==> src/pkg/ebw_defines.vh <==
// constants for the external bus wait, hold and input sampling block
// assumes one 50 MHz clock that stands for the falling edges of the output clock
`ifndef EBW_DEFINES_VH
`define EBW_DEFINES_VH
`define EBW_MIN_SW_WAITS 3'h2
`define EBW_WAIT_W 3
`define EBW_ADDR_W 16
`define EBW_IRQ_N 4
`define EBW_CLK_PERIOD_NS 20
`define EBW_RESET_LOW_US 50
// least reset hold in cycles, rounded up
`define EBW_RESET_LOW_CYC ((`EBW_RESET_LOW_US * 1000 + `EBW_CLK_PERIOD_NS - 1) / `EBW_CLK_PERIOD_NS)
`endif

==> src/rtl/ebw_bus_ctrl.v <==
// external bus control: ready wait states, bus release to an outside master,
// two-stage sampling of interrupt, branch and boot inputs, idle wake-up.
// assumes all but the interrupt, branch and boot inputs are synchronous to ref_clk; each ref_clk edge stands for
// a falling edge of the output clock.
//
// Functional notes
// - external waits honoured only with software waits active and at least two programmed
// - ready ignored until all programmed software wait states of the cycle elapse
// - ready sampled on output clock falling edge; outside device meets that edge
// - release request sampled on falling edge; grant driven low on falling edge
// - address, space selects and direction float while the bus is granted
// - strobes float while granted and are driven again after request withdrawn
// - micro-state-complete output changes only on falling output clock edges
// - each interrupt input passes a two-flip-flop synchroniser
// - interrupt recognised on high, low, low sample sequence
// - a low interrupt pulse wakes the device from idle states two and three
// - cycle timing derived from the output clock recomputed after reset
// - branch, interrupt and boot mode inputs sampled on falling edges
`include "ebw_defines.vh"
`default_nettype none
module ebw_bus_ctrl #(
  parameter ADDR_W = `EBW_ADDR_W,
  parameter IRQ_N = `EBW_IRQ_N,
  parameter WAIT_W = `EBW_WAIT_W
) (
  input wire ref_clk,
  input wire rst_n,
  input wire cycleStart,
  input wire cycleIsIo,
  input wire cycleIsWrite,
  input wire cycleSpace,
  input wire cycleProgSpace,
  input wire [ADDR_W-1:0] cycleAddr,
  input wire [WAIT_W-1:0] swWaitCount,
  input wire swWaitEnable,
  input wire ready,
  input wire busReleaseReq_n,
  input wire [IRQ_N-1:0] ext_irq_n,
  input wire nmi_n,
  input wire branch_ctrl_in_n,
  input wire boot_space_select,
  input wire low_power_state_two,
  input wire low_power_state_three,
  output wire cycleBusy,
  output reg cycleDone,
  output reg [ADDR_W-1:0] addrOut,
  output wire addrOe,
  output reg program_space_sel_n,
  output reg data_space_sel_n,
  output reg io_space_sel_n,
  output wire spaceSelOe,
  output reg readNotWrite,
  output wire readNotWriteOe,
  output reg memory_strobe_n,
  output reg io_strobe_n,
  output wire strobeOe,
  output reg bus_release_grant_n,
  output reg micro_state_complete_n,
  output reg [IRQ_N-1:0] irqRecognised,
  output reg nmiRecognised,
  output reg branchSampled_n,
  output reg bootModeSampled,
  output reg wakeUp,
  output reg [31:0] resetLowCycles
);
  // ************************************
  // bus cycle state machine
  // ************************************
  localparam ST_IDLE = 4'h1;
  localparam ST_SWAIT = 4'h2;
  localparam ST_HWAIT = 4'h4;
  localparam ST_HOLD = 4'h8;

  reg [3:0] state_reg;
  reg [3:0] state_next;
  reg [WAIT_W-1:0] waitCnt_reg;
  reg [WAIT_W-1:0] waitCnt_next;
  reg hwEnable_reg;
  reg hwEnable_next;
  reg holdReq_reg;
  reg readySample;
  reg drive_reg;

  always @(posedge ref_clk) begin
    // request sampled once per falling output clock edge
    if (!rst_n) begin
      holdReq_reg <= 1'b0;
    end else begin
      holdReq_reg <= ~busReleaseReq_n;
    end
  end

  always @(posedge ref_clk) begin
    // registered: outside device times ready against the clock, not the strobe
    if (!rst_n) begin
      readySample <= 1'b1;
    end else begin
      readySample <= ready;
    end
  end

  always @* begin
    state_next = state_reg;
    waitCnt_next = waitCnt_reg;
    hwEnable_next = hwEnable_reg;
    case (state_reg)
      ST_IDLE: begin
        if (holdReq_reg) begin
          state_next = ST_HOLD;
        end else if (cycleStart) begin
          waitCnt_next = swWaitEnable ? swWaitCount : {WAIT_W{1'b0}};
          hwEnable_next = swWaitEnable && (swWaitCount >= `EBW_MIN_SW_WAITS);
          if (swWaitEnable && swWaitCount != {WAIT_W{1'b0}}) begin
            state_next = ST_SWAIT;
          end else begin
            state_next = ST_IDLE;
          end
        end
      end
      ST_SWAIT: begin
        // ready is not looked at while software waits remain
        if (waitCnt_reg > {{(WAIT_W-1){1'b0}}, 1'b1}) begin
          waitCnt_next = waitCnt_reg - {{(WAIT_W-1){1'b0}}, 1'b1};
        end else if (hwEnable_reg) begin
          waitCnt_next = {WAIT_W{1'b0}};
          state_next = ST_HWAIT;
        end else begin
          waitCnt_next = {WAIT_W{1'b0}};
          state_next = ST_IDLE;
        end
      end
      ST_HWAIT: begin
        if (readySample) begin
          state_next = ST_IDLE;
        end
      end
      ST_HOLD: begin
        if (!holdReq_reg) begin
          state_next = ST_IDLE;
        end
      end
      default: begin
        state_next = ST_IDLE;
      end
    endcase
  end

  wire cycleEnd = (state_reg == ST_IDLE && cycleStart && !holdReq_reg &&
                   !(swWaitEnable && swWaitCount != {WAIT_W{1'b0}})) ||
                  (state_reg == ST_SWAIT && state_next == ST_IDLE) ||
                  (state_reg == ST_HWAIT && readySample);
  assign cycleBusy = (state_reg == ST_SWAIT) || (state_reg == ST_HWAIT);

  always @(posedge ref_clk) begin
    if (!rst_n) begin
      state_reg <= ST_IDLE;
      waitCnt_reg <= {WAIT_W{1'b0}};
      hwEnable_reg <= 1'b0;
      cycleDone <= 1'b0;
      micro_state_complete_n <= 1'b1;
      bus_release_grant_n <= 1'b1;
      drive_reg <= 1'b1;
    end else begin
      state_reg <= state_next;
      waitCnt_reg <= waitCnt_next;
      hwEnable_reg <= hwEnable_next;
      cycleDone <= cycleEnd;
      micro_state_complete_n <= ~cycleEnd;
      bus_release_grant_n <= ~(state_next == ST_HOLD);
      // grant goes high on this edge; drivers return one edge later
      drive_reg <= (state_next != ST_HOLD) && bus_release_grant_n;
    end
  end

  // ************************************
  // bus pins
  // ************************************
  assign addrOe = drive_reg;
  assign spaceSelOe = drive_reg;
  assign readNotWriteOe = drive_reg;
  assign strobeOe = drive_reg;

  always @(posedge ref_clk) begin
    if (!rst_n) begin
      addrOut <= {ADDR_W{1'b0}};
      program_space_sel_n <= 1'b1;
      data_space_sel_n <= 1'b1;
      io_space_sel_n <= 1'b1;
      readNotWrite <= 1'b1;
      memory_strobe_n <= 1'b1;
      io_strobe_n <= 1'b1;
    end else begin
      if (state_reg == ST_IDLE && cycleStart && !holdReq_reg) begin
        addrOut <= cycleAddr;
        program_space_sel_n <= ~(cycleSpace & cycleProgSpace & ~cycleIsIo);
        data_space_sel_n <= ~(cycleSpace & ~cycleProgSpace & ~cycleIsIo);
        io_space_sel_n <= ~cycleIsIo;
        readNotWrite <= ~cycleIsWrite;
        memory_strobe_n <= cycleIsIo;
        io_strobe_n <= ~cycleIsIo;
      // a zero-wait cycle ends on its start edge, so cycleDone lifts the strobe
      end else if (cycleEnd || cycleDone || state_reg == ST_HOLD) begin
        memory_strobe_n <= 1'b1;
        io_strobe_n <= 1'b1;
      end
    end
  end

  // ************************************
  // input sampling and interrupts
  // ************************************
  wire [IRQ_N:0] irqPins = {nmi_n, ext_irq_n};
  reg [IRQ_N:0] irqMeta;
  reg [IRQ_N:0] irqSync;
  reg [IRQ_N:0] irqOld;
  reg [IRQ_N:0] irqOlder;
  reg [IRQ_N:0] irqHit;
  reg branchMeta;
  reg bootMeta;

  genvar gi;
  generate
    for (gi = 0; gi <= IRQ_N; gi = gi + 1) begin : gIrq
      always @(posedge ref_clk) begin
        if (!rst_n) begin
          irqMeta[gi] <= 1'b1;
          irqSync[gi] <= 1'b1;
          irqOld[gi] <= 1'b1;
          irqOlder[gi] <= 1'b1;
          irqHit[gi] <= 1'b0;
        end else begin
          irqMeta[gi] <= irqPins[gi];
          irqSync[gi] <= irqMeta[gi];
          irqOld[gi] <= irqSync[gi];
          irqOlder[gi] <= irqOld[gi];
          // first stage may be metastable, so only synchronised samples are compared
          // high then low then low across three samples
          irqHit[gi] <= irqOlder[gi] & ~irqOld[gi] & ~irqSync[gi];
        end
      end
    end
  endgenerate

  always @(posedge ref_clk) begin
    if (!rst_n) begin
      irqRecognised <= {IRQ_N{1'b0}};
      nmiRecognised <= 1'b0;
    end else begin
      irqRecognised <= irqHit[IRQ_N-1:0];
      nmiRecognised <= irqHit[IRQ_N];
    end
  end

  // ************************************
  // branch and boot mode sampling
  // ************************************
  always @(posedge ref_clk) begin
    if (!rst_n) begin
      branchMeta <= 1'b1;
      branchSampled_n <= 1'b1;
      bootMeta <= 1'b0;
      bootModeSampled <= 1'b0;
    end else begin
      branchMeta <= branch_ctrl_in_n;
      branchSampled_n <= branchMeta;
      bootMeta <= boot_space_select;
      bootModeSampled <= bootMeta;
    end
  end

  // ************************************
  // idle wake-up
  // ************************************
  always @(posedge ref_clk) begin
    if (!rst_n) begin
      wakeUp <= 1'b0;
    end else begin
      // deep idle has no running core clock, so wake on the raw level
      // limitation: any low level seen at an edge wakes, even a short glitch
      wakeUp <= (low_power_state_two | low_power_state_three) & ~(&irqPins);
    end
  end

  // ************************************
  // reset-derived timing
  // ************************************
  always @(posedge ref_clk) begin
    if (!rst_n) begin
      resetLowCycles <= 32'h0;
    end else begin
      // cycle-based timing reloaded after every reset
      resetLowCycles <= `EBW_RESET_LOW_CYC;
    end
  end
endmodule
`default_nettype wire

==> config.mk <==
export PLATFORM = sky130hd
export DESIGN_NAME = ebw_bus_ctrl
export DESIGN_NICKNAME = d
export VERILOG_FILES = /design/src/rtl/ebw_bus_ctrl.v
export VERILOG_INCLUDE_DIRS = /design/src /design/src/pkg
export SDC_FILE = /design/constraint.sdc
export NUM_CORES = 1
export LEC_CHECK = 0
export BUFFER_PORTS_ARGS = -buffer_cell sky130_fd_sc_hd__buf_2
export CORE_MARGIN = 4
export CORE_UTILIZATION = 50
export DETAILED_ROUTE_END_ITERATION = 6
export PLACE_DENSITY = 0.82
export SYNTH_ARGS = -nofsm -noshare
export SYNTH_HDL_FRONTEND = slang
export SYNTH_SLANG_ARGS = --single-unit
==> constraint.sdc <==
create_clock -name ref_clk -period 6 [get_ports ref_clk]
set_clock_uncertainty 0.1 [all_clocks]
set_input_delay 0.3 -clock ref_clk [delete_from_list [all_inputs] [get_ports ref_clk]]
set_output_delay 0.3 -clock ref_clk [all_outputs]
set_load 0.03 [all_outputs]
==> results of run 1 <==
==> area by class of cell <==
cell class / count / area, um2 / share of cell area, %
Clock buffer: 12 / 165 / 5.25
Clock inverter: 4 / 27.5 / 0.875
Inverter: 7 / 26.3 / 0.835
Multi-Input combinational cell: 180 / 997 / 31.7
Sequential cell: 72 / 1440 / 45.8
Tap cell: 70 / 87.6 / 2.78
Timing Repair Buffer: 80 / 400 / 12.7
==> stage by stage <==
step	power (W)	setup WS [ns]	hold slack [ns]	instance area, um2
global placement	0.000650	3.57	0.289	2950
CTS	0.00101	3.42	0.00427	3150
floorplan	0.000636	4.08	0.228	2780
global route	0.00104	3.20	0.000545	3150
detailed placement	0.000654	3.48	0.294	2950
finish	0.000996	3.42	0.0151	3150
==> layer usage <==
| layer | global-route usage [%] | vias to the layer above | part of all wire, % |
|---|---|---|---|
| li1 | - | 1005 | - |
| met1 | 16.3 | 916 | 39 |
| met2 | 27.6 | 69 | 52 |
| met3 | 5.10 | 6 | 7.2 |
| met4 | 7.94 | 0 | 1.2 |
| met5 | 0 | - | 0 |
==> synthesized netlist by cell type, drive strengths merged, types with 2 or more instances <==
cell type / count
a41oi: 2
ha: 2
nand2: 44
nor4b: 3
buf: 39
nand2b: 23
o211ai: 3
clkbuf: 6
o21a: 2
a31oi: 4
a21oi: 20
nor3b: 6
nor4: 2
or4b: 3
inv: 6
o21ai: 4
dfxtp: 72
and2: 7
nor2: 9
and3: 2
nand3: 4
nor3: 2
==> cell families after synthesis <==
kind of cell / Yosys count
DFF: 72
buffers and inverters: 52
other: 1
adders and majority gates: 2
and+or+nand+nor: 109
xor gates and xnor gates: 1
muxes: 1
AOI/OAI and AO/OA: 40
==> path summary, 6_finish.rpt <==
kind         slack, ns       startpoint              to  depth (start not counted)
max               3.42     state_reg[0]  waitCnt_reg[0]                          4
min               0.02  busReleaseReq_n     holdReq_reg                          2
max reg2reg       3.42     state_reg[0]  waitCnt_reg[0]                          4
min reg2reg       0.31       irqMeta[3]      irqSync[3]                          1
==> power groups by stage <==
stage	sequential, W	clock [W]	combinational [W]
finish	0.000509	0.000353	0.000133
global route	0.000512	0.000385	0.000146
CTS	0.000509	0.000363	0.000134
detailed placement	0.000520	0	0.000134
global placement	0.000519	0	0.000131
floorplan	0.000543	0	0.0000925
==> reports/qor_table.md, run 1 <==
| Group | Quantity | This run |
|---|---|---|
| power and ir drop | Cell Pwr Density | 317 nW/um2 |
| synthesis | Cell variety after synth | 41 |
| synthesis | Netlist Area Pre-Place | 2690 um2 |
| synthesis | Post-synthesis compound-gate area fraction | 9.09% |
| clocking | TritonCTS clock tree | done |
| sta | RSZ-0062 raised after global routing | false |
| drt | Wire per inst | 11.9 um |
| sta | Worst slew slack as a fraction of its limit | 33.2% |
| clocking | Post-CTS Hold Buffers | 0 |
| run | Max Cap Violations | 0 |
| drt | DR DRC count | 0 |
| critical path | CP Cell Sequence | or4b_4 -> nor3b_4 -> mux2_2 -> o32ai_1 |
| power and ir drop | Combinational cell fraction of total power | 13.4% |
| floorplan | Die X | 81.3 um |
| global routing | Antenna violations before repair | 0 |
| power and ir drop | P_int | 0.000720 W |
| synthesis | Async set-or-reset flop fraction in the synthesized netlist | 0% |
| floorplan | Height of the die | 81.3 um |
| clocking | Root Driver | clkbuf_8 |
| sta | Endpoints failing hold | 0 |
| synthesis | Number of synthesized register bits | 72 |
| drt | WL final | 5050 um |
| critical path | Class of the most critical setup path | reg2reg |
| drt | DR pass1 iterations | 4 |
| clocking | Clock transition at the registers of the reported paths | 0.08 ns |
| critical path | Required time of the worst setup path | 6.11 ns |
| critical path | Kind of end point of the critical path | flip-flop |
| sta | Final critical-path share of the clock period | 43.0% |
| global routing | Overflow left after global routing | 0 |
| clocking | Total number of H-tree levels | 3 |
| final layout | Nets | 390 |
| synthesis | Share of the synthesized area in the top cell type | 53.7% |
| power and ir drop | Standby leakage power | 1.40 nW |
| floorplan | Die area | 6610 um2 |
| synthesis | Combinational family with the most area after synthesis | simple AND/OR/NAND/NOR gates |
| power and ir drop | Net Sw Power | 0.000276 W |
| placed design | Routability congestion estimate | 0.857 |
| final layout | Non-filler instance count after layout | 425 |
| placed design | Final HPWL DP | 3610 um |
| sta | Max Slew Vio Count | 0 |
| critical path | CP max FO | 27 |
| synthesis | Gate Count Post-Synth | 278 |
| floorplan | Row Count | 26 |
| final layout | Number of flip-flops under the largest register name | 16 |
| critical path | Slowest cell on crit path | nor3b_4 |
| drt | Violation count after the first detailed-routing iteration | 151 |
| clocking | PostCTS Resize Cnt | 0 |
| global routing | Maximum number of pins on one net before global-route repair | 44 |
| final layout | Inserted Diodes | 0 |
| global routing | Number of global-route vias before repair | 1860 |
| critical path | Number of buffers and inverters on the critical path | 0 |
| final layout | Largest register by flop count | addrOut |
| placed design | Number of instances in the placed design | 409 |
| global routing | Total global routing track utilization | 15.6% |
| sta | Final setup vio count | 0 |
| drt | Via count | 1996 |
| critical path | Critical Path Max Stage Delay | 0.83 ns |
| clocking | Clock network latency to the later pin of the worst-skew pair | 0.33 ns |
| final layout | Leading cell type in the layout, fill and taps excluded | buf_2 |
| synthesis | Area fraction in and, or, nand and nor cells after synthesis | 22.6% |
| sta | Slew at the pin with the worst max-slew slack | 1.00 ns |
| synthesis | Mux cell area share after synthesis | 0.419% |
| placed design | Port Buffer Count | 80 |
| hold path | Min-delay worst type | in2reg |
| final layout | Layout Area Growth over Synthesis | 17.1% |
| sta | Final min period | 2.58 ns |
| power and ir drop | Sequential fraction of design power | 51.1% |
| clocking | Buffers inserted during post-CTS setup optimization | 0 |
| synthesis | Dominant cells by area after synthesis | dfxtp_1 (54%), buf_4 (9.8%), nand2_1 (6.2%) |
| final layout | Fill cell count | 446 |
| final layout | Top library cells by usage in the layout, fill and taps aside | buf_2 (80), dfxtp_1 (72), nand2_1 (44) |
| drt | Count of antenna-violating nets left after detailed routing | 0 |
| synthesis | EDFF count, synth | 0 |
| critical path | Kind of start point of the critical path | flip-flop |
| clocking | Worst-case clock buffer depth | 2 |
| critical path | Data arrival time of the critical path | 2.69 ns |
| clocking | TritonCTS Buffers | 9 |
| drt | Vias per inst | 4.70 |
| outcome | Status | complete, no violations |
| synthesis | Post-synthesis xor/xnor area fraction | 0.326% |
| final layout | Util after Layout | 60.8% |
| critical path | Crit path max-delay family | simple AND/OR/NAND/NOR gates |
| synthesis | Prevailing post-synth register cell | dfxtp_1 |
| sta | Setup_tns | 0 ns |
| sta | FMAX | 0.387 GHz |
| synthesis | Seq/Total Area, Yosys | 53.7% |
| power and ir drop | Max rail drop VDD | 132 uV |
| final layout | Fraction of layout cells with a size suffix above 1 | 29.0% |
| power and ir drop | Switching portion of total power | 27.7% |
| global routing | Wire length of the first global-routing pass | 7830 um |
| synthesis | Synthesized area divided by synthesized cell count | 9.66 um2 |
| synthesis | Top cell type by total area after synthesis | dfxtp_1 |
| floorplan | Starting utilization of the core area | 51.9% |
| synthesis | Fraction of the mapped netlist area in adder cells | 0.932% |
| floorplan | I/O pin count | 108 |
| synthesis | Number of warning messages in the yosys log | 0 |
| clocking | Number of sinks driven by the clock tree | 72 |
| power and ir drop | Part of the power in the clock network | 35.5% |
| floorplan | Core Footprint | 5170 um2 |
No activity file was read; power rests on OpenSTA's default activity.
==> inputs of run 2 (changes only) <==
--- a/config.mk
+++ b/config.mk
@@ -8,9 +8,9 @@
 export LEC_CHECK = 0
 export BUFFER_PORTS_ARGS = -buffer_cell sky130_fd_sc_hd__buf_2
 export CORE_MARGIN = 4
-export CORE_UTILIZATION = 50
+export CORE_UTILIZATION = 48
 export DETAILED_ROUTE_END_ITERATION = 6
-export PLACE_DENSITY = 0.82
+export PLACE_DENSITY = 0.79
 export SYNTH_ARGS = -nofsm -noshare
 export SYNTH_HDL_FRONTEND = slang
 export SYNTH_SLANG_ARGS = --single-unit
==> constraint.sdc (replaced) <==
create_clock -name ref_clk -period 2.7 [get_ports ref_clk]
set_clock_uncertainty 0.1 [all_clocks]
set_input_delay 0.135 -clock ref_clk [delete_from_list [all_inputs] [get_ports ref_clk]]
set_output_delay 0.135 -clock ref_clk [all_outputs]
set_load 0.03 [all_outputs]
==> reports/qor_table.md, run 2 (same netlist as run 1, synthesis figures left out) <==
| Group | Quantity | This run | vs previous |
|---|---|---|---|
| outcome | Status | complete, no violations | unchanged |
| critical path | Kind of end point of the critical path | flip-flop | unchanged |
| placed design | Port Buffer Count | 80 | unchanged |
| critical path | Critical Path Max Stage Delay | 0.58 ns | was 0.83 ns |
| drt | Count of antenna-violating nets left after detailed routing | 0 | unchanged |
| clocking | TritonCTS clock tree | done | unchanged |
| global routing | Antenna violations before repair | 0 | unchanged |
| drt | Via count | 2135 | was 1996 |
| global routing | Number of global-route vias before repair | 1893 | was 1860 |
| clocking | Number of sinks driven by the clock tree | 72 | unchanged |
| floorplan | Die area | 6850 um2 | was 6610 um2 |
| placed design | DP Area | 2990 um2 | was 2950 um2 |
| clocking | Clock network latency to the later pin of the worst-skew pair | 0.33 ns | about the same |
| critical path | Required time of the worst setup path | 2.81 ns | was 6.11 ns |
| floorplan | Die X | 82.8 um | was 81.3 um |
| critical path | CP max FO | 14 | was 27 |
| drt | DR DRC count | 0 | unchanged |
| clocking | Clock transition at the registers of the reported paths | 0.07 ns | was 0.08 ns |
| sta | Final setup vio count | 0 | unchanged |
| sta | Final min period | 2.20 ns | was 2.58 ns |
| critical path | Slowest cell on crit path | or3b_1 | was nor3b_4 |
| sta | FMAX | 0.454 GHz | was 0.387 GHz |
| sta | RSZ-0062 raised after global routing | false | unchanged |
| floorplan | Height of the die | 82.8 um | was 81.3 um |
| critical path | CP Cell Sequence | or4b_4 -> or3b_1 -> buf_4 -> nand2_1 -> a21oi_1 | was or4b_4 -> nor3b_4 -> mux2_2 -> o32ai_1 |
| drt | Routed wl met3 | 427 um | was 361 um |
| sta | Max Slew Vio Count | 0 | unchanged |
| power and ir drop | Max rail drop VDD | 307 uV | was 132 uV |
| floorplan | Starting utilization of the core area | 50.9% | was 51.9% |
| drt | DR pass1 iterations | 4 | unchanged |
| final layout | Largest register by flop count | addrOut | unchanged |
| power and ir drop | Sequential fraction of design power | 52.1% | was 51.1% |
| floorplan | Core Footprint | 5270 um2 | was 5170 um2 |
| final layout | Util after Layout | 65.6% | was 60.8% |
| global routing | Wire length of the first global-routing pass | 8540 um | was 7830 um |
| clocking | TritonCTS Buffers | 9 | unchanged |
| drt | Wire per inst | 12.2 um | was 11.9 um |
| power and ir drop | Combinational cell fraction of total power | 15.7% | was 13.4% |
| clocking | Total number of H-tree levels | 3 | unchanged |
| floorplan | Row Count | 26 | unchanged |
| final layout | Top library cells by usage in the layout, fill and taps aside | buf_2 (80), dfxtp_1 (72), nand2_1 (44) | unchanged |
| final layout | Fraction of layout cells with a size suffix above 1 | 27.2% | was 29.0% |
| placed design | Routability congestion estimate | 0.742 | was 0.857 |
| run | Max Cap Violations | 0 | unchanged |
| drt | Metal-1 WL | 2250 um | was 1990 um |
| critical path | Kind of start point of the critical path | flip-flop | unchanged |
| clocking | Worst-case clock buffer depth | 2 | unchanged |
| final layout | Number of flip-flops under the largest register name | 16 | unchanged |
| sta | Setup_tns | 0 ns | unchanged |
| floorplan | I/O pin count | 108 | unchanged |
| sta | Endpoints failing hold | 0 | unchanged |
| drt | WL final | 5610 um | was 5050 um |
| final layout | Nets | 425 | was 390 |
| power and ir drop | Standby leakage power | 1.54 nW | was 1.40 nW |
| sta | Final critical-path share of the clock period | 81.5% | was 43.0% |
| final layout | Leading cell type in the layout, fill and taps excluded | buf_2 | unchanged |
| final layout | Layout Area Growth over Synthesis | 28.8% | was 17.1% |
| global routing | Total global routing track utilization | 16.7% | was 15.6% |
| placed design | Final HPWL DP | 3720 um | was 3610 um |
| drt | Uppermost layer routed | met4 | unchanged |
| power and ir drop | Cell Pwr Density | 629 nW/um2 | was 317 nW/um2 |
| power and ir drop | Part of the power in the clock network | 32.3% | was 35.5% |
| critical path | Class of the most critical setup path | reg2reg | unchanged |
| power and ir drop | Net Sw Power | 0.000616 W | was 0.000276 W |
| drt | Violation count after the first detailed-routing iteration | 118 | was 151 |
| clocking | Buffers inserted during post-CTS setup optimization | 0 | unchanged |
| drt | Vias per inst | 4.63 | was 4.70 |
| critical path | Data arrival time of the critical path | 2.31 ns | was 2.69 ns |
| clocking | Root Driver | clkbuf_8 | unchanged |
| hold path | Min-delay worst type | in2reg | unchanged |
| final layout | Post-route cell area | 3460 um2 | was 3150 um2 |
| global routing | Maximum number of pins on one net before global-route repair | 34 | was 44 |
| drt | Routed length on met2 | 2810 um | was 2640 um |
| global routing | Overflow left after global routing | 0 | unchanged |
| power and ir drop | P_int | 0.00156 W | was 0.000720 W |
| power and ir drop | Switching portion of total power | 28.3% | was 27.7% |
## run 2: cell count changes in the layout (fill, tap and decap cells not counted), sizes merged
cell,previous run,this run
clkinvlp,3,2
dlygate4sd3,0,30
clkbuf,12,11
diode,0,1
clkinv,2,4
buf,80,85
## run 2: routing by layer
layer	vias to the layer above	track usage (%)
li1	1076	-
met1	965	19.3
met2	83	27.9
met3	11	4.00
met4	0	9.97
met5	-	0
## run 2: cell type report
class                      count  area, um2
inverter                       7       26.3
clock buffer                  11        131
timing repair buffer         115        738
fill                         432       1810
sequential                    72       1440
multi-input combinational    180        997
clock inverter                 5       33.8
antenna                        1       2.50
tap                           70       87.6
## run 2: path summary, 6_finish.rpt
kind	slack [ns]	depth (start not counted)	from	to
hold / removal	0.02	3	swWaitCount[1]	waitCnt_reg[1]
setup / recovery	0.50	5	state_reg[0]	addrOut[3]
setup reg to reg	0.50	5	state_reg[0]	addrOut[3]
hold reg to reg	0.31	1	branchMeta	branchSampled_n
## run 2: power groups by stage
stage               combinational (W)  clock [W]  sequential [W]
floorplan                    0.000206          0         0.00121
global placement             0.000298          0         0.00115
detailed placement           0.000304          0         0.00116
CTS                          0.000338   0.000722         0.00113
global route                 0.000370   0.000764         0.00114
finish                       0.000341   0.000702         0.00113
## run 2: through the flow
step	hold WS, ns	instances	worst slack, ns	power, W
6_report	0.0151	461	0.499	0.00218
5_1_grt	0.0170	460	0.386	0.00227
4_1_cts	0.00321	460	0.522	0.00219
3_5_place_dp	0.205	414	0.531	0.00146
3_3_place_gp	0.206	414	0.619	0.00145
2_1_floorplan	0.0627	304	0.779	0.00141
## run 2: worst max-delay path, delay by kind of cell (launching register included)
family          cells  cell delay, ns
compound gates      1            0.07
simple gates        3            1.18
flops               1            0.43
buf+inv             1            0.28
## run 2: what timing repair did
| item | in CTS | in global routing |
|---|---|---|
| hold buffers | 30 | 0 |
| hold endpoints to repair | 30 | 0 |
| resized for setup | 0 | 0 |
==> inputs of run 3 (changes only) <==
--- a/config.mk
+++ b/config.mk
@@ -6,11 +6,12 @@
 export SDC_FILE = /design/constraint.sdc
 export NUM_CORES = 1
 export LEC_CHECK = 0
+export ABC_AREA = 1
 export BUFFER_PORTS_ARGS = -buffer_cell sky130_fd_sc_hd__buf_2
 export CORE_MARGIN = 4
-export CORE_UTILIZATION = 48
+export CORE_UTILIZATION = 44
 export DETAILED_ROUTE_END_ITERATION = 6
-export PLACE_DENSITY = 0.79
+export PLACE_DENSITY = 0.76
 export SYNTH_ARGS = -nofsm -noshare
 export SYNTH_HDL_FRONTEND = slang
 export SYNTH_SLANG_ARGS = --single-unit
==> constraint.sdc (replaced) <==
create_clock -name ref_clk -period 1.9 [get_ports ref_clk]
set_clock_uncertainty 0.1 [all_clocks]
set_input_delay 0.095 -clock ref_clk [delete_from_list [all_inputs] [get_ports ref_clk]]
set_output_delay 0.095 -clock ref_clk [all_outputs]
set_load 0.03 [all_outputs]
==> reports/qor_table.md, run 3 <==
| Group | Quantity | This run | vs previous |
|---|---|---|---|
| synthesis | Top post-synthesis cells by count | dfxtp_1 (72), nand2_1 (70), buf_4 (34) | was dfxtp_1 (72), nand2_1 (44), buf_4 (35) |
| floorplan | Starting utilization of the core area | 46.6% | was 50.9% |
| clocking | Clock network latency to the later pin of the worst-skew pair | 0.34 ns | was 0.33 ns |
| floorplan | Row Count | 28 | was 26 |
| sta | Worst slew slack as a fraction of its limit | 56.5% |  |
| critical path | Critical Path Stages | 8 | was 5 |
| synthesis | Prevailing post-synth register cell | dfxtp_1 | unchanged |
| sta | Final critical-path share of the clock period | 89.9% |  |
| floorplan | I/O pin count | 108 | unchanged |
| final layout | Nets | 475 | was 425 |
| floorplan | Die X | 88.2 um | was 82.8 um |
| global routing | Overflow left after global routing | 0 | unchanged |
| sta | Setup_tns | 0 ns | unchanged |
| synthesis | Dominant cells by area after synthesis | dfxtp_1 (51%), nand2_1 (9.3%), buf_4 (9.0%) | was dfxtp_1 (54%), buf_4 (9.8%), nand2_1 (6.2%) |
| synthesis | Cell variety after synth | 33 | was 41 |
| power and ir drop | Final Total Pwr | 0.00350 W | was 0.00218 W |
| sta | Final min period | 1.71 ns |  |
| critical path | Worst setup endpoint | addrOut[14] | was addrOut[3] |
| drt | Violation count after the first detailed-routing iteration | 67 | was 118 |
| critical path | Reg-to-reg critical path startpoint | state_reg[0] | unchanged |
| hold path | Min-delay worst type | in2reg | unchanged |
| placed design | Final HPWL DP | 3900 um | was 3720 um |
| synthesis | Gate Count Post-Synth | 327 | was 278 |
| global routing | Maximum number of pins on one net before global-route repair | 27 | was 34 |
| power and ir drop | Max rail drop VDD | 622 uV | was 307 uV |
| critical path | Startpoint of the most critical setup path | cycleStart | was state_reg[0] |
| synthesis | Most repeated cell in the gate-level netlist after synthesis | dfxtp_1 | unchanged |
| clocking | Clock transition at the registers of the reported paths | 0.07 ns | about the same |
| synthesis | Number of synthesized register bits | 72 | unchanged |
| drt | Wire per inst | 11.8 um | was 12.2 um |
| final layout | Layout Area Growth over Synthesis | 28.7% | was 28.8% |
| drt | Vias per inst | 4.47 | was 4.63 |
| sta | Max Slew Vio Count | 0 | unchanged |
| critical path | Number of buffers and inverters on the critical path | 4 | was 1 |
| final layout | Fraction of layout cells with a size suffix above 1 | 31.8% | was 27.2% |
| final layout | Leading cell type in the layout, fill and taps excluded | buf_2 | unchanged |
| sta | RSZ-0062 raised after global routing | false | unchanged |
| floorplan | Core Footprint | 6060 um2 | was 5270 um2 |
| synthesis | Seq/Total Area, Yosys | 51.0% | was 53.7% |
| critical path | Worst reg2reg path depth | 6 | was 5 |
| power and ir drop | Standby leakage power | 1.80 nW | was 1.54 nW |
| drt | DR DRC count | 0 | unchanged |
| synthesis | Netlist Area Pre-Place | 2830 um2 | was 2690 um2 |
| critical path | Slowest cell on crit path | dlygate4sd3_1 | was or3b_1 |
| synthesis | Number of warning messages in the yosys log | 0 | unchanged |
| placed design | Routability congestion estimate | 0.786 | was 0.742 |
| synthesis | EDFF count, synth | 0 | unchanged |
| critical path | End of the worst register-to-register path | addrOut[14] | was addrOut[3] |
| final layout | Inserted Diodes | 0 | was 1 |
| global routing | Wire length of the first global-routing pass | 9910 um | was 8540 um |
| synthesis | Share of the synthesized area in the top cell type | 51.0% | was 53.7% |
| clocking | Total number of H-tree levels | 3 | unchanged |
| placed design | DP Area | 3120 um2 | was 2990 um2 |
| sta | Endpoints failing hold | 0 | unchanged |
| final layout | Number of flip-flops under the largest register name | 16 | unchanged |
| run | Max Cap Violations | 0 | unchanged |
| final layout | Top library cells by usage in the layout, fill and taps aside | buf_2 (80), dfxtp_1 (72), nand2_1 (70) | was buf_2 (80), dfxtp_1 (72), nand2_1 (44) |
| global routing | Total global routing track utilization | 16.5% | was 16.7% |
| clocking | Worst-case clock buffer depth | 2 | unchanged |
| critical path | Required time of the worst setup path | 2.06 ns | was 2.81 ns |
| global routing | Antenna violations before repair | 0 | unchanged |
| final layout | Util after Layout | 60.0% | was 65.6% |
| critical path | Class of the most critical setup path | in2reg | was reg2reg |
| critical path | Data arrival time of the critical path | 1.87 ns | was 2.31 ns |
| final layout | Post-route cell area | 3640 um2 | was 3460 um2 |
| drt | DR pass1 iterations | 4 | unchanged |
| clocking | Buffers inserted during post-CTS setup optimization | 0 | unchanged |
| clocking | Number of sinks driven by the clock tree | 72 | unchanged |
| clocking | TritonCTS clock tree | done | unchanged |
| drt | Count of antenna-violating nets left after detailed routing | 0 | unchanged |
| synthesis | Top cell type by total area after synthesis | dfxtp_1 | unchanged |
| drt | Via count | 2300 | was 2135 |
| clocking | Root Driver | clkbuf_8 | unchanged |
| floorplan | Height of the die | 88.2 um | was 82.8 um |
| critical path | Flop2flop setup slack | 0.22 ns | was 0.50 ns |
| critical path | Kind of end point of the critical path | flip-flop | unchanged |
| sta | Final setup vio count | 0 | unchanged |
| placed design | Port Buffer Count | 80 | unchanged |
| outcome | Status | complete, no violations | unchanged |
| critical path | Critical Path Max Stage Delay | 0.53 ns | was 0.58 ns |
| critical path | CP Cell Sequence | dlygate4sd3_1 -> buf_2 -> inv_1 -> nor2_2 -> nand3_2 -> inv_2 -> nand2_1 -> a21oi_1 | was or4b_4 -> or3b_1 -> buf_4 -> nand2_1 -> a21oi_1 |
| floorplan | Die area | 7770 um2 | was 6850 um2 |
| drt | WL final | 6090 um | was 5610 um |
| final layout | Largest register by flop count | addrOut | unchanged |
| sta | FMAX | 0.586 GHz |  |
| critical path | Crit path max-delay family | buffers and inverters | was simple AND/OR/NAND/NOR gates |
| critical path | CP max FO | 18 | was 14 |
| synthesis | Async set-or-reset flop fraction in the synthesized netlist | 0% | unchanged |
| critical path | Kind of start point of the critical path | primary input | was flip-flop |
| synthesis | Synthesized area divided by synthesized cell count | 8.64 um2 | was 9.66 um2 |
| power and ir drop | Cell Pwr Density | 962 nW/um2 | was 629 nW/um2 |
| sta | Slew at the pin with the worst max-slew slack | 0.652 ns |  |
| global routing | Number of global-route vias before repair | 2205 | was 1893 |
| clocking | TritonCTS Buffers | 9 | unchanged |
run 3: metal layers:
layer,global-route usage [%],vias to the layer above,wire length [um]
li1,-,1175,-
met1,17.4,1032,2420
met2,29.7,82,3070
met3,6.11,11,473
met4,6.87,0,125
met5,0,-,0
run 3: area by class of cell:
class | count | area (um2)
fillers | 519 | 2420
flip-flops and latches | 72 | 1440
multi-input cells | 203 | 1030
repair buffers | 115 | 743
clock buffers | 10 | 138
inverters | 34 | 130
well taps | 75 | 93.8
clock inverters | 6 | 65.1
run 3: worst min path at each step:
stage | start | to | slack [ns] | cells after the start
floorplan | rst_n | resetLowCycles[8] | 0.02 | 0
global placement | busReleaseReq_n | holdReq_reg | 0.15 | 2
detailed placement | busReleaseReq_n | holdReq_reg | 0.16 | 2
CTS | rst_n | resetLowCycles[8] | 0.03 | 2
global route | rst_n | resetLowCycles[8] | 0.03 | 2
finish | rst_n | resetLowCycles[8] | 0.05 | 2
run 3: report_power, final:
part	total [W]	internal (W)	switching (W)	leakage (nW)
clock	0.00121	0.000647	0.000567	0.103
sequential	0.00164	0.00159	0.0000481	0.591
combinational	0.000645	0.000213	0.000432	1.10
total	0.00350	0.00245	0.00105	1.80
run 3: cells by family after synthesis:
logic type / synth area share [%]
AO/OA/AOI/OAI: 7.26
XOR/XNOR: 0.310
adder cells (fa/ha/maj): 0.885
buffers and inverters: 16.1
flip-flops: 51.0
other: 0.133
AND/OR/NAND/NOR: 24.3
run 3: what timing repair did:
item,in CTS,in global routing
hold endpoints to repair,31,0
hold buffers,32,0
gates resized for setup,0,0
run 3: metrics by stage:
stage	setup slack, ns	cells	hold slack [ns]
4_1_cts	0.202	515	0.0311
3_5_place_dp	0.250	467	0.159
5_1_grt	0.0366	515	0.0298
6_report	0.192	515	0.0451
3_3_place_gp	0.312	467	0.155
2_1_floorplan	0.473	353	0.0227
